==> src/hdl/hcsdp_pkg.sv <==
/*
 * Constants and types for the host command/status/data port.
 * Assumes one 50 MHz core clock; register addresses, control bits, sizes and state encodings live here.
 */
package hcsdp_pkg;

    // ************************************************************
    // micro register addresses
    // ************************************************************
    localparam logic [3:0] HCSDP_RADR_CMDQ = 4'h0;
    localparam logic [3:0] HCSDP_RADR_STATE = 4'h1;
    localparam logic [3:0] HCSDP_RADR_CNT_LO = 4'h2;
    localparam logic [3:0] HCSDP_RADR_CNT_HI = 4'h3;
    localparam logic [3:0] HCSDP_WADR_STATUS = 4'h0;
    localparam logic [3:0] HCSDP_WADR_CTRL = 4'h1;
    localparam logic [3:0] HCSDP_WADR_CNT_LO = 4'h2;
    localparam logic [3:0] HCSDP_WADR_CNT_HI = 4'h3;
    localparam logic [3:0] HCSDP_WADR_LAUNCH = 4'h6;
    localparam logic [3:0] HCSDP_WADR_END_ACK = 4'h7;
    localparam logic [3:0] HCSDP_ADR_RESET = 4'hF;

    // ************************************************************
    // control bit positions and values
    // ************************************************************
    localparam int HCSDP_CTL_CMD_IRQ_EN = 7;
    localparam int HCSDP_CTL_XFER_IRQ_EN = 6;
    localparam int HCSDP_CTL_CMD_BREAK_N = 4;
    localparam int HCSDP_CTL_XFER_WAIT_N = 3;
    localparam int HCSDP_CTL_STAT_WAIT_N = 2;
    localparam int HCSDP_CTL_XFER_EN = 1;
    localparam int HCSDP_CTL_STAT_EN = 0;
    localparam logic [7:0] HCSDP_CTRL_RESET = 8'h00;
    localparam logic [7:0] HCSDP_EMPTY_READ = 8'hFF;
    localparam logic [7:0] HCSDP_UNMAPPED_READ = 8'h00;

    // ************************************************************
    // sizes
    // ************************************************************
    localparam int HCSDP_CMDQ_DEPTH = 8;
    localparam int HCSDP_CMDQ_AW = 3;
    localparam int HCSDP_CNT_W = 12;
    localparam int HCSDP_FIFO_DEPTH = 2;
    localparam int HCSDP_FIFO_W = 9;
    localparam int HCSDP_SYNC_W = 28;

    // ************************************************************
    // state machines
    // ************************************************************
    typedef enum logic [1:0] {
        HCSDP_ST_IDLE = 2'b00,
        HCSDP_ST_HELD = 2'b01,
        HCSDP_ST_READY = 2'b10,
        HCSDP_ST_READING = 2'b11
    } hcsdp_stat_t;

    typedef enum logic [1:0] {
        HCSDP_DT_IDLE = 2'b00,
        HCSDP_DT_HELD = 2'b01,
        HCSDP_DT_RUN = 2'b10,
        HCSDP_DT_LAST = 2'b11
    } hcsdp_data_t;

endpackage

==> src/hdl/hcsdp_top.sv <==
/*
 * Host command/status/data port: command queue, status byte path,
 * counted data path with a two-entry FIFO, and the micro register port.
 * Assumes host and micro pins are asynchronous to SYS_CLK and that the
 * buffer RAM side runs on SYS_CLK with a valid/ready byte stream.
 */
`timescale 1ns/1ps
`default_nettype none
module hcsdp_top (
    input wire logic SYS_CLK,
    input wire logic SRST,
    input wire logic RESET_IN_N,
    input wire logic HOST_SELECT_N,
    input wire logic HOST_CMD_SEL_N,
    input wire logic HOST_READ_N,
    input wire logic HOST_WRITE_N,
    input wire logic [7:0] HOST_DATA_BUS_IN,
    output logic [7:0] HOST_DATA_BUS_OUT,
    output logic HOST_DATA_BUS_OE_N,
    output logic HOST_ERASURE_FLAG_N,
    output logic STATUS_READY_N,
    output logic XFER_READY_N,
    output logic XFER_END_N,
    output logic WAIT_N,
    input wire logic WAIT_SEL,
    output logic INT_N,
    input wire logic MICRO_SELECT_N,
    input wire logic MICRO_REG_SELECT,
    input wire logic MICRO_READ_N,
    input wire logic MICRO_WRITE_N,
    input wire logic [7:0] MICRO_DATA_IN,
    output logic [7:0] MICRO_DATA_OUT,
    output logic MICRO_DATA_OE_N,
    input wire logic [7:0] RAM_DATA,
    input wire logic RAM_ERASURE,
    input wire logic RAM_VALID,
    output logic RAM_READY
);
    import hcsdp_pkg::*;

    // ************************************************************
    // pin synchronisers
    // ************************************************************
    logic [HCSDP_SYNC_W-1:0] pins_raw;
    logic [HCSDP_SYNC_W-1:0] sync1_ff;
    logic [HCSDP_SYNC_W-1:0] sync2_ff;
    localparam logic [HCSDP_SYNC_W-1:0] SYNC_IDLE = 28'hFFFFFFF;

    assign pins_raw = {RESET_IN_N, HOST_SELECT_N, HOST_CMD_SEL_N, HOST_READ_N,
                       HOST_WRITE_N, MICRO_SELECT_N, MICRO_REG_SELECT,
                       MICRO_READ_N, MICRO_WRITE_N, WAIT_SEL,
                       HOST_DATA_BUS_IN, MICRO_DATA_IN[7:0], 2'b11};

    // first stage feeds only the second stage
    always_ff @(posedge SYS_CLK) begin
        if (SRST) begin
            sync1_ff <= SYNC_IDLE;
            sync2_ff <= SYNC_IDLE;
        end else begin
            sync1_ff <= pins_raw;
            sync2_ff <= sync1_ff;
        end
    end

    logic pin_reset_n, h_sel_n, h_cmd_n, h_rd_n, h_wr_n;
    logic m_sel_n, m_rs, m_rd_n, m_wr_n, wait_sel;
    logic [7:0] h_data, m_data;
    assign pin_reset_n = sync2_ff[27];
    assign h_sel_n = sync2_ff[26];
    assign h_cmd_n = sync2_ff[25];
    assign h_rd_n = sync2_ff[24];
    assign h_wr_n = sync2_ff[23];
    assign m_sel_n = sync2_ff[22];
    assign m_rs = sync2_ff[21];
    assign m_rd_n = sync2_ff[20];
    assign m_wr_n = sync2_ff[19];
    assign wait_sel = sync2_ff[18];
    assign h_data = sync2_ff[17:10];
    assign m_data = sync2_ff[9:2];

    // ************************************************************
    // strobe edge detection
    // ************************************************************
    logic h_rd_act, h_wr_act, m_rd_act, m_wr_act;
    logic h_rd_q_ff, h_wr_q_ff, m_rd_q_ff, m_wr_q_ff;
    logic h_rd_cmd_ff, m_rd_rs_ff;

    // strobes count only with their chip select low
    assign h_rd_act = !h_sel_n && !h_rd_n;
    assign h_wr_act = !h_sel_n && !h_wr_n;
    assign m_rd_act = !m_sel_n && !m_rd_n;
    assign m_wr_act = !m_sel_n && !m_wr_n;

    always_ff @(posedge SYS_CLK) begin
        if (SRST) begin
            h_rd_q_ff <= 1'b0;
            h_wr_q_ff <= 1'b0;
            m_rd_q_ff <= 1'b0;
            m_wr_q_ff <= 1'b0;
        end else begin
            h_rd_q_ff <= h_rd_act;
            h_wr_q_ff <= h_wr_act;
            m_rd_q_ff <= m_rd_act;
            m_wr_q_ff <= m_wr_act;
        end
    end

    logic h_rd_start, h_rd_end, h_wr_end, m_rd_start, m_wr_end;
    assign h_rd_start = h_rd_act && !h_rd_q_ff;
    assign h_rd_end = !h_rd_act && h_rd_q_ff;
    assign h_wr_end = !h_wr_act && h_wr_q_ff;
    assign m_rd_start = m_rd_act && !m_rd_q_ff;
    assign m_wr_end = !m_wr_act && m_wr_q_ff;

    // the kind of read is fixed at its start; select may move later
    always_ff @(posedge SYS_CLK) begin
        if (SRST) begin
            h_rd_cmd_ff <= 1'b0;
            m_rd_rs_ff <= 1'b0;
        end else begin
            if (h_rd_start) begin
                h_rd_cmd_ff <= !h_cmd_n;
            end
            if (m_rd_start) begin
                m_rd_rs_ff <= m_rs;
            end
        end
    end

    logic h_stat_rd_start, h_stat_rd_end, h_data_rd_start, h_data_rd_end;
    logic h_cmd_wr, h_data_rd_busy;
    assign h_stat_rd_start = h_rd_start && !h_cmd_n;
    assign h_stat_rd_end = h_rd_end && h_rd_cmd_ff;
    assign h_data_rd_start = h_rd_start && h_cmd_n;
    assign h_data_rd_end = h_rd_end && !h_rd_cmd_ff;
    assign h_data_rd_busy = h_rd_q_ff && !h_rd_cmd_ff;
    assign h_cmd_wr = h_wr_end && !h_cmd_n;

    // ************************************************************
    // micro address decoder and control register
    // ************************************************************
    logic [3:0] addr_ff;
    logic [7:0] ctrl_ff;
    logic reg_wr, reg_rd;
    assign reg_wr = m_wr_end && m_rs;
    assign reg_rd = m_rd_start && m_rs;

    // address write takes the low nibble of the micro data
    always_ff @(posedge SYS_CLK) begin
        if (SRST) begin
            addr_ff <= 4'h0;
        end else if (m_wr_end && !m_rs) begin
            addr_ff <= m_data[3:0];
        end
    end

    always_ff @(posedge SYS_CLK) begin
        if (SRST) begin
            ctrl_ff <= HCSDP_CTRL_RESET;
        end else if (reg_wr && addr_ff == HCSDP_WADR_CTRL) begin
            ctrl_ff <= m_data;
        end
    end

    logic stat_en, xfer_en, stat_wait_n, xfer_wait_n, cmd_break_n;
    assign stat_en = ctrl_ff[HCSDP_CTL_STAT_EN];
    assign xfer_en = ctrl_ff[HCSDP_CTL_XFER_EN];
    assign stat_wait_n = ctrl_ff[HCSDP_CTL_STAT_WAIT_N];
    assign xfer_wait_n = ctrl_ff[HCSDP_CTL_XFER_WAIT_N];
    assign cmd_break_n = ctrl_ff[HCSDP_CTL_CMD_BREAK_N];

    // common abort: pin, reset register, break, each path's enable
    logic abort_all, stat_abort, xfer_abort;
    assign abort_all = !pin_reset_n || (reg_wr && addr_ff == HCSDP_ADR_RESET)
                       || (h_cmd_wr && !cmd_break_n);
    assign stat_abort = abort_all || !stat_en;
    assign xfer_abort = abort_all || !xfer_en;

    // ************************************************************
    // command queue
    // ************************************************************
    logic [7:0] cmdq_mem [HCSDP_CMDQ_DEPTH];
    logic [HCSDP_CMDQ_AW-1:0] cmdq_wp_ff, cmdq_rp_ff;
    logic [HCSDP_CMDQ_AW:0] cmdq_cnt_ff;
    logic cmdq_push, cmdq_pop, cmdq_full, cmdq_empty;
    assign cmdq_full = cmdq_cnt_ff == 4'(HCSDP_CMDQ_DEPTH);
    assign cmdq_empty = cmdq_cnt_ff == 4'h0;
    assign cmdq_push = h_cmd_wr && !cmdq_full;
    assign cmdq_pop = reg_rd && addr_ff == HCSDP_RADR_CMDQ && !cmdq_empty;

    always_ff @(posedge SYS_CLK) begin
        if (cmdq_push) begin
            cmdq_mem[cmdq_wp_ff] <= h_data;
        end
    end

    // a reset register write also empties the queue
    always_ff @(posedge SYS_CLK) begin
        if (SRST || !pin_reset_n || (reg_wr && addr_ff == HCSDP_ADR_RESET)) begin
            cmdq_wp_ff <= 3'h0;
            cmdq_rp_ff <= 3'h0;
            cmdq_cnt_ff <= 4'h0;
        end else begin
            if (cmdq_push) begin
                cmdq_wp_ff <= cmdq_wp_ff + 3'h1;
            end
            if (cmdq_pop) begin
                cmdq_rp_ff <= cmdq_rp_ff + 3'h1;
            end
            cmdq_cnt_ff <= cmdq_cnt_ff + {3'h0, cmdq_push} - {3'h0, cmdq_pop};
        end
    end

    logic cmd_pending_n;
    assign cmd_pending_n = cmdq_empty;

    // ************************************************************
    // status path
    // ************************************************************
    hcsdp_stat_t stat_ff;
    hcsdp_data_t xfer_ff;
    logic [7:0] status_byte_ff;
    logic status_unit_active_n, status_sending_n;

    assign status_unit_active_n = stat_ff == HCSDP_ST_IDLE || stat_ff == HCSDP_ST_READING;
    assign status_sending_n = !(stat_ff == HCSDP_ST_READY || stat_ff == HCSDP_ST_READING);

    // a write while busy replaces the byte waiting to go out
    always_ff @(posedge SYS_CLK) begin
        if (SRST) begin
            status_byte_ff <= 8'h00;
        end else if (reg_wr && addr_ff == HCSDP_WADR_STATUS && stat_en) begin
            status_byte_ff <= m_data;
        end
    end

    always_ff @(posedge SYS_CLK) begin
        if (SRST || stat_abort) begin
            stat_ff <= HCSDP_ST_IDLE;
        end else begin
            case (stat_ff)
                HCSDP_ST_IDLE: begin
                    if (reg_wr && addr_ff == HCSDP_WADR_STATUS) begin
                        if (!stat_wait_n && xfer_ff != HCSDP_DT_IDLE) begin
                            stat_ff <= HCSDP_ST_HELD;
                        end else begin
                            stat_ff <= HCSDP_ST_READY;
                        end
                    end
                end
                HCSDP_ST_HELD: begin
                    if (xfer_ff == HCSDP_DT_IDLE) begin
                        stat_ff <= HCSDP_ST_READY;
                    end
                end
                HCSDP_ST_READY: begin
                    if (h_stat_rd_start) begin
                        stat_ff <= HCSDP_ST_READING;
                    end
                end
                HCSDP_ST_READING: begin
                    if (h_stat_rd_end) begin
                        stat_ff <= HCSDP_ST_IDLE;
                    end
                end
                default: begin
                    stat_ff <= HCSDP_ST_IDLE;
                end
            endcase
        end
    end

    // ************************************************************
    // data transfer path
    // ************************************************************
    logic [HCSDP_CNT_W-1:0] xfer_cnt_ff;
    logic [HCSDP_CNT_W:0] fetch_left_ff;
    logic [HCSDP_FIFO_W-1:0] fifo_mem [HCSDP_FIFO_DEPTH];
    logic fifo_wp_ff, fifo_rp_ff;
    logic [1:0] fifo_cnt_ff;
    logic xfer_done_irq_n_ff;
    logic launch, fifo_push, fifo_pop, fifo_empty, fifo_full, last_read;

    assign launch = reg_wr && addr_ff == HCSDP_WADR_LAUNCH && xfer_en;
    assign fifo_empty = fifo_cnt_ff == 2'h0;
    assign fifo_full = fifo_cnt_ff == 2'(HCSDP_FIFO_DEPTH);
    // RAM is fetched only for bytes still owed to the host
    assign RAM_READY = xfer_ff != HCSDP_DT_IDLE && fetch_left_ff != 13'h0 && !fifo_full;
    assign fifo_push = RAM_READY && RAM_VALID;
    assign fifo_pop = h_data_rd_start && !fifo_empty
                      && (xfer_ff == HCSDP_DT_RUN || xfer_ff == HCSDP_DT_LAST);
    assign last_read = xfer_cnt_ff == 12'h000;

    always_ff @(posedge SYS_CLK) begin
        if (fifo_push) begin
            fifo_mem[fifo_wp_ff] <= {RAM_ERASURE, RAM_DATA};
        end
    end

    // launch empties the two-entry FIFO before new bytes arrive
    always_ff @(posedge SYS_CLK) begin
        if (SRST || launch || xfer_abort) begin
            fifo_wp_ff <= 1'b0;
            fifo_rp_ff <= 1'b0;
            fifo_cnt_ff <= 2'h0;
        end else begin
            if (fifo_push) begin
                fifo_wp_ff <= !fifo_wp_ff;
            end
            if (fifo_pop) begin
                fifo_rp_ff <= !fifo_rp_ff;
            end
            fifo_cnt_ff <= fifo_cnt_ff + {1'b0, fifo_push} - {1'b0, fifo_pop};
        end
    end

    // byte counter: loaded by the micro, one step per finished read
    always_ff @(posedge SYS_CLK) begin
        if (SRST) begin
            xfer_cnt_ff <= 12'h000;
        end else if (reg_wr && addr_ff == HCSDP_WADR_CNT_LO) begin
            xfer_cnt_ff <= {xfer_cnt_ff[11:8], m_data};
        end else if (reg_wr && addr_ff == HCSDP_WADR_CNT_HI) begin
            xfer_cnt_ff <= {m_data[3:0], xfer_cnt_ff[7:0]};
        end else if (h_data_rd_end && xfer_ff != HCSDP_DT_IDLE
                     && xfer_ff != HCSDP_DT_HELD) begin
            xfer_cnt_ff <= xfer_cnt_ff - 12'h001;
        end
    end

    always_ff @(posedge SYS_CLK) begin
        if (SRST || xfer_abort) begin
            fetch_left_ff <= 13'h0000;
        end else if (launch) begin
            fetch_left_ff <= {1'b0, xfer_cnt_ff} + 13'h0001;
        end else if (fifo_push) begin
            fetch_left_ff <= fetch_left_ff - 13'h0001;
        end
    end

    always_ff @(posedge SYS_CLK) begin
        if (SRST || xfer_abort) begin
            xfer_ff <= HCSDP_DT_IDLE;
        end else begin
            case (xfer_ff)
                HCSDP_DT_IDLE: begin
                    if (launch) begin
                        xfer_ff <= HCSDP_DT_HELD;
                    end
                end
                HCSDP_DT_HELD: begin
                    // a data read begun before RUN must finish first
                    if (!h_data_rd_busy && !(!xfer_wait_n && !status_sending_n)) begin
                        xfer_ff <= HCSDP_DT_RUN;
                    end
                end
                HCSDP_DT_RUN: begin
                    if (h_data_rd_start && last_read) begin
                        xfer_ff <= HCSDP_DT_LAST;
                    end
                end
                HCSDP_DT_LAST: begin
                    if (h_data_rd_end) begin
                        xfer_ff <= HCSDP_DT_IDLE;
                    end
                end
                default: begin
                    xfer_ff <= HCSDP_DT_IDLE;
                end
            endcase
        end
    end

    // done flag: the set on the final read end wins over an acknowledge
    always_ff @(posedge SYS_CLK) begin
        if (SRST) begin
            xfer_done_irq_n_ff <= 1'b1;
        end else if (xfer_ff == HCSDP_DT_LAST && h_data_rd_end && !xfer_abort) begin
            xfer_done_irq_n_ff <= 1'b0;
        end else if (reg_wr && addr_ff == HCSDP_WADR_END_ACK) begin
            xfer_done_irq_n_ff <= 1'b1;
        end
    end

    logic xfer_unit_active_n, xfer_sending_n;
    assign xfer_unit_active_n = xfer_ff == HCSDP_DT_IDLE || xfer_ff == HCSDP_DT_LAST;
    assign xfer_sending_n = !(xfer_ff == HCSDP_DT_RUN || xfer_ff == HCSDP_DT_LAST);

    // ************************************************************
    // host data bus
    // ************************************************************
    logic [7:0] host_q_ff;
    logic host_erasure_n_ff;

    // the byte is latched at read start and held through the strobe
    always_ff @(posedge SYS_CLK) begin
        if (SRST) begin
            host_q_ff <= 8'h00;
            host_erasure_n_ff <= 1'b1;
        end else if (h_stat_rd_start) begin
            host_q_ff <= status_byte_ff;
            host_erasure_n_ff <= 1'b1;
        end else if (h_data_rd_start) begin
            host_q_ff <= fifo_mem[fifo_rp_ff][7:0];
            host_erasure_n_ff <= !fifo_mem[fifo_rp_ff][8];
        end
    end

    assign HOST_DATA_BUS_OUT = host_q_ff;
    assign HOST_DATA_BUS_OE_N = !h_rd_q_ff;
    assign HOST_ERASURE_FLAG_N = host_erasure_n_ff;
    assign STATUS_READY_N = stat_ff != HCSDP_ST_READY;
    assign XFER_READY_N = xfer_ff != HCSDP_DT_RUN;
    assign XFER_END_N = !(xfer_ff == HCSDP_DT_LAST && h_rd_q_ff);

    // wait pin only means something during a data read
    always_comb begin
        if (!h_data_rd_busy) begin
            WAIT_N = 1'b1;
        end else if (wait_sel) begin
            WAIT_N = !fifo_empty;
        end else begin
            WAIT_N = !(xfer_ff == HCSDP_DT_RUN && !fifo_empty);
        end
    end

    assign INT_N = !((!cmd_pending_n && ctrl_ff[HCSDP_CTL_CMD_IRQ_EN])
                     || (!xfer_done_irq_n_ff && ctrl_ff[HCSDP_CTL_XFER_IRQ_EN]));

    // ************************************************************
    // micro read data
    // ************************************************************
    logic [7:0] micro_q_ff;
    logic [7:0] interface_state_flags;
    assign interface_state_flags = {cmd_pending_n, !xfer_done_irq_n_ff, xfer_done_irq_n_ff, 1'b1,
                     xfer_unit_active_n, status_unit_active_n, xfer_sending_n,
                     status_sending_n};

    // read decode as a priority chain on the current address
    always_ff @(posedge SYS_CLK) begin
        if (SRST) begin
            micro_q_ff <= 8'h00;
        end else if (m_rd_start && !m_rs) begin
            micro_q_ff <= {4'h0, addr_ff};
        end else if (reg_rd) begin
            if (addr_ff == HCSDP_RADR_CMDQ) begin
                micro_q_ff <= cmdq_empty ? HCSDP_EMPTY_READ : cmdq_mem[cmdq_rp_ff];
            end else if (addr_ff == HCSDP_RADR_STATE) begin
                micro_q_ff <= interface_state_flags;
            end else if (addr_ff == HCSDP_RADR_CNT_LO) begin
                micro_q_ff <= xfer_cnt_ff[7:0];
            end else if (addr_ff == HCSDP_RADR_CNT_HI) begin
                micro_q_ff <= {{4{!xfer_done_irq_n_ff}}, xfer_cnt_ff[11:8]};
            end else begin
                micro_q_ff <= HCSDP_UNMAPPED_READ;
            end
        end
    end

    assign MICRO_DATA_OUT = micro_q_ff;
    assign MICRO_DATA_OE_N = !m_rd_q_ff;

endmodule // hcsdp_top
`default_nettype wire

==> config.mk <==
export PLATFORM = sky130hd
export DESIGN_NAME = hcsdp_top
export DESIGN_NICKNAME = d
export VERILOG_FILES = /design/src/hdl/hcsdp_pkg.sv /design/src/hdl/hcsdp_top.sv
export SDC_FILE = /design/constraint.sdc
export NUM_CORES = 1
export LEC_CHECK = 0
export ABC_AREA = 1
export BUFFER_PORTS_ARGS = -buffer_cell sky130_fd_sc_hd__buf_2
export CAP_MARGIN = 20
export CELL_PAD_IN_SITES_DETAIL_PLACEMENT = 1
export CELL_PAD_IN_SITES_GLOBAL_PLACEMENT = 2
export CORE_MARGIN = 3
export CORE_UTILIZATION = 37
export DETAILED_ROUTE_END_ITERATION = 10
export PLACE_DENSITY = 0.88
export SLEW_MARGIN = 20
export SYNTH_ARGS = -nofsm -noshare
export SYNTH_HDL_FRONTEND = slang
export SYNTH_SLANG_ARGS = --single-unit
==> constraint.sdc <==
create_clock -name SYS_CLK -period 2.3 [get_ports SYS_CLK]
set_input_delay 0 -clock SYS_CLK [delete_from_list [all_inputs] [get_ports SYS_CLK]]
set_output_delay 0 -clock SYS_CLK [all_outputs]
set_load 0.03 [all_outputs]
; ---- After elaboration in Yosys (flattened, before gate mapping)
; Memory sizes are Yosys's and may differ from the RTL's. A register that Yosys moved wholly into a read port is not among the register bits.
; Index checks and enable logic that the tools add are counted.
[word_totals]
reg_bits = 142
ramBits = 82
inputBits = 38
n_memories = 2
[op_classes]
n_addsub = 9
eq_ne = 26
n_mux = 37
bitwise_logic = 1
n_reduce_logical = 120
[mem_list]
columns = name, depth, word_bits, rd, rd_clocked_by_memory_dff, write_ports, line_no
row1 = cmdq_mem, 8, 8, 1, 1, 1, hcsdp_top.sv:182  ; logic [7:0] cmdq_mem [HCSDP_CMDQ_DEPTH];
row2 = fifo_mem, 2, 9, 1, 1, 1, hcsdp_top.sv:278  ; logic [HCSDP_FIFO_W-1:0] fifo_mem [HCSDP_FIFO_DEPTH];
[op_table]
columns = op, count
row1 = $mux 8, 8
row2 = $logic_and 1x1->1, 49
row3 = $logic_not 1->1, 36
row4 = $mux 13, 2
row5 = $mux 12, 2
row6 = $mux 2, 9
row7 = $ne 2x2->1 const B, 9
row8 = $pmux 2 s4, 2
row9 = $logic_or 1x1->1, 15
row10 = $reduce_bool 2->1, 7
row11 = $add 12x1->13 const B, 1
row12 = $reduce_bool 13->1, 1
row13 = $sub 13x1->13 const B, 1
row14 = $logic_not 12->1, 1
row15 = $sub 12x1->12 const B, 1
row16 = $eq 2x2->1 const B, 5
row17 = $mux 1, 10
row18 = $eq 4x2->1 const B, 2
row19 = $eq 4x3->1 const B, 2
row20 = $eq 4x4->1 const B, 2
row21 = $logic_not 4->1, 2
row22 = $mux 4, 2
row23 = $reduce_and 4->1, 2
row24 = $add 3x1->3 const B, 2
row25 = other kinds (12), 20

; ---- Longest topological paths before layout
[logic_depth]
ltp_word = 12
ltp_mapped = 12

; ---- Least setup slack after synthesis
; Ideal clock, no wire load.
[synth_timing]
path_type = reg2reg
startpoint = register m_rd_q_ff
endpoint = register cmdq_cnt_ff[3]
setup_ps = 70
arrival_time_ps = 2063
required_time_ps = 2230
path_slack_ps = 167
stages_incl_launch_ff = 12
n_path_buf = 0
period_less_slack_ps = 2133
path_cell_list = dfxtp_1 -> inv_1 -> nand3_1 -> nor2_2 -> nand2_2 -> inv_1 -> nand2_1 -> ha_1 -> nand3_1 -> nand2_1 -> or2_2 -> a21oi_1
[synth_between]
elab_chain_cells = 6
[synth_lines]
columns = item, line_no
row1 = "start, declared", hcsdp_top.sv:85  ; logic h_rd_q_ff, h_wr_q_ff, m_rd_q_ff, m_wr_q_ff;
row2 = "start signal, assigned", hcsdp_top.sv:103  ; m_rd_q_ff <= m_rd_act;
row3 = $logic_not 1->1, -
row4 = via MICRO_DATA_OE_N, hcsdp_top.sv:33  ; output logic MICRO_DATA_OE_N,
row5 = $logic_and 1x1->1, hcsdp_top.sv:112  ; assign m_rd_start = m_rd_act && !m_rd_q_ff;
row6 = $logic_and 1x1->1, hcsdp_top.sv:146  ; assign reg_rd = m_rd_start && m_rs;
row7 = $logic_and 1x1->1 (2 in series), hcsdp_top.sv:189  ; assign cmdq_pop = reg_rd && addr_ff == HCSDP_RADR_CMDQ && !cmdq_empty;
row8 = $sub 4x1->4, hcsdp_top.sv:210  ; cmdq_cnt_ff <= cmdq_cnt_ff + {3'h0, cmdq_push} - {3'h0, cmdq_pop};
row9 = "end signal, assigned", hcsdp_top.sv:210
row10 = "end, declared", hcsdp_top.sv:184  ; logic [HCSDP_CMDQ_AW:0] cmdq_cnt_ff;
; The timed path passes the listed nets, and every way through them passes these cells.
; A chain may end at the register's enable or synchronous reset.

; ---- Worst setup path in the final report
[layout_timing]
startpoint = register xfer_ff[0]
endpoint = output port RAM_READY
[layout_between]
elab_chain_cells = 3
[layout_lines]
columns = item, line_no
row1 = "start, declared", hcsdp_top.sv:221  ; hcsdp_data_t xfer_ff;
row2 = "start signal, assigned", hcsdp_top.sv:343  ; xfer_ff <= HCSDP_DT_IDLE;
row3 = "start signal, assigned", hcsdp_top.sv:348  ; xfer_ff <= HCSDP_DT_HELD;
row4 = "start signal, assigned", hcsdp_top.sv:354  ; xfer_ff <= HCSDP_DT_RUN;
row5 = $reduce_bool 2->1, hcsdp_top.sv:288  ; assign RAM_READY = xfer_ff != HCSDP_DT_IDLE && fetch_left_ff != 13'h0 && !fifo_full;
row6 = $logic_and 1x1->1 (2 in series), hcsdp_top.sv:288
row7 = "end, declared", hcsdp_top.sv:37  ; output logic RAM_READY
; Every way passes these cells.

==> impl_metrics.toml <==
[global_routing]
grt_overflow = 0
met1_usage_pct = 27.1
grt_pass1_vias = 8726
grt.busiest_layer = "met2"
antenna_found_initial = 0
grtUsageMet2_pct = 35.0
grt_pass1_wl_um = 46700
met3_usage_pct = 3.24
grt_max_degree = 49
grt_usage_pct = 20.3

[setup_path]
path_class = "reg -> out"
start_kind = "register"
cp-end-kind = "output port"
worstPathMaxFanout = 5
cp_data_arrival_time_ns = 2.12
crit_required_ns = 2.30

[pwr]
pwr-share-seq_pct = 50.5
clkPwrFrac_pct = 47.1
peakVddDrop_uv = 728
power_density_nw_per_um2 = 694
total_power_w = 0.00825
combPwrFrac_pct = 2.4
sw_frac_of_total_pct = 20.8
power_switching_w = 0.00172
p_leak_nw = 4.93
internal_power_w = 0.00653

[sta]
fin_hold_ws_ns = 0.184
setup_tns_ns = 0
fin_skew_ns = 0.00956
finalCriticalPeriod_ns = 2.12
setup_viol = 0
slew_headroom_pct = 59.3
worst_pin_slew_ns = 0.609
max_freq_mhz = 472
hold_viol_final = 0
rsz0062_at_grt = "false"
fin_crit_sh_pct = 92.1
drv_slew = 0

[detailed_routing]
vias = 8348
ant_nets = 0
drt_iter0_markers = 449
viasPerCell = 4.98
wl_um = 28900
dr.pass1.iters = 5
wire_per_inst_um = 17.3
drc_errors = 0

[clock_network]
cts.sinks = 223
cts_root_buffer = "clkbuf_16"
htree_levels = 1
clock_latency_ns = 0.53
tritoncts = "done"
numCtsBuffers = 25
cts_buffer_depth = 3
cts.clk_slew.worst_paths_ns = 0.06

[yosys]
synthesis.area_um2 = 9890
synthArstFlopShare_pct = 0
synth_top_area_cell = "dfxtp_1"
synthFlopType = "dfxtp_1"
ys_seq_elements = 223
synth_top_area_share_pct = 28.5
yosys_warnings = 0
synth_edf_count = 82
syn_nets = 1257
syn_area_per_cell_um2 = 8.27
ys_seq_area_share_pct = 53.4
ys_types = 44
syn_inst = 1196
ys_top_cells_by_area = "dfxtp_1, edfxtp_1, nand2_1"

[place]
dp_cells = 1591
hpwlAfterDp_um = 20400
place_area_um2 = 10700
port_buffers = 62
place.gp.congestion = 0.826

[cells_and_area]
syn_to_final_growth_pct = 20.2
layout.cells.non_filler = 1675
nNetsFinal = 1383
final_cell_area_um2 = 11900
fill_cells = 3101
multiInputGateArea_um2 = 3990
drive_gt1_share_pct = 16.0
n_antenna_cell = 0
ff_latch_area_um2 = 5290

[floorplanning]
dieArea_um2 = 28700
ios = 63
die_w_um = 170
row_count = 59
die_height_um = 170
initial_core_util_pct = 37.8
core_um2 = 26200

[run]
maxCapViolCount = 0

[min_path]
hold_path_class = "in -> reg"

[outcome]
status = "finished, final reports clean"
-- worst paths after layout --
path / startpoint / end / slack (ns) / depth (start not counted)
setup reg to reg: addr_ff[0]$_SDFFE_PP0P_ / cmdq_cnt_ff[2]$_SDFF_PP0_ / 0.21 / 11
setup / recovery: xfer_ff[0]$_SDFFE_PP0P_ / RAM_READY / 0.18 / 5
hold / removal: HOST_DATA_BUS_IN[1] / sync1_ff[11]$_SDFF_PP1_ / 0.18 / 3
hold reg to reg: sync1_ff[17]$_SDFF_PP1_ / sync2_ff[17]$_SDFF_PP1_ / 0.41 / 1
-- sequential cells by signal (all words and copies together), names as in the netlist, 4 cells and up, named ones only --
signal	flops
addr_ff	4
ctrl_ff	7
sync2_ff	26
cmdq_mem	64
status_byte_ff	8
xfer_cnt_ff	12
fifo_mem	18
MICRO_DATA_OUT	8
sync1_ff	26
fetch_left_ff	13
cmdq_cnt_ff	4
HOST_DATA_BUS_OUT	8
-- critical path, cell delays in order, from the launching register on --
cell and delay (ns):
dfxtp_1 0.37, inv_1 0.09, ha_1 0.26, a21oi_2 0.24
a21boi_2 0.37, buf_2 0.27
-- cell usage after synthesis, drive strengths merged, types with 13 or more instances --
cell type	n
a21oi	42
buf	13
clkbuf	24
dfxtp	141
edfxtp	82
ha	22
inv	120
nand2	287
nand3	140
nor2	155
o21ai	48
or2	60
-- repair_timing --
action / in CTS / in global routing
gates cloned: 0 / 0
setup buffers: 0 / 2
hold buffers: 37 / 0
resized for setup: 1 / 2
hold endpoints to repair: 61 / 0
endpoints found under the setup margin: 1 / 3
-- cells in the final DEF (no fill, tap or decap), types with 2 or more instances in the layout --
cell           count
buf_2             62
o21bai_1           3
o211ai_1           8
clkinv_1           4
o311ai_0           3
nand2_1          279
nand4_1           12
inv_2              2
or2_2             60
edfxtp_1          82
nand3_1          138
inv_1            118
dfxtp_1          141
nor2_2             4
clkinv_2           2
dlygate4sd3_1     37
buf_4             37
clkbuf_1           9
bufinv_16          2
ha_1              22
nor2_4             2
nor3b_1            4
nor2_1           149
a31oi_1            5
xnor2_1            5
nor3_1             8
clkbuf_16         26
nand2_2            8
xor2_1             2
o21ai_0           47
a21oi_1           41
-- routing by layer --
layer | up-vias | part of all wire (%) | wire length [um]
met5 | - | 0 | 0
met3 | 39 | 4.4 | 1270
li1 | 4146 | - | -
met4 | 0 | 1.9 | 539
met2 | 151 | 48 | 13900
met1 | 4012 | 46 | 13200
-- cell type report --
cell class	instances	area share, %
flip-flops and latches	223	44.4
multi-input cells	815	33.5
repair buffers	136	8.06
clock buffers	35	5.75
inverters	121	3.82
well taps	335	3.52
clock inverters	10	0.894
-- kinds of logic (layout without fill, tap and decap cells) --
logic type      Yosys count  after routing  share of synthesized area (%)
compound gates          116            116                           6.51
xor+xnor                  7              7                          0.620
fa+ha+maj                23             23                           2.98
buf+inv                 158            302                           6.37
flops                   223            223                           53.4
mux                       1              1                          0.101
simple gates            668            668                           30.0
-- power by group through the flow --
stage | combinational [W] | sequential, W | clock (W)
floorplan | 0.0000778 | 0.00423 | 0
global placement | 0.000145 | 0.00425 | 0
detailed placement | 0.000149 | 0.00425 | 0
CTS | 0.000198 | 0.00416 | 0.00397
global route | 0.000222 | 0.00417 | 0.00417
finish | 0.000201 | 0.00416 | 0.00389
-- per-stage QoR --
step,worst slack [ns],utilization [%]
after detailed placement,0.139,40.9
final,0.181,45.4
after global routing,0.0485,45.4
after global placement,0.249,40.9
after floorplan,0.167,-
after CTS,0.0749,45.3
Note: power is estimated with default switching activity, not from simulation.
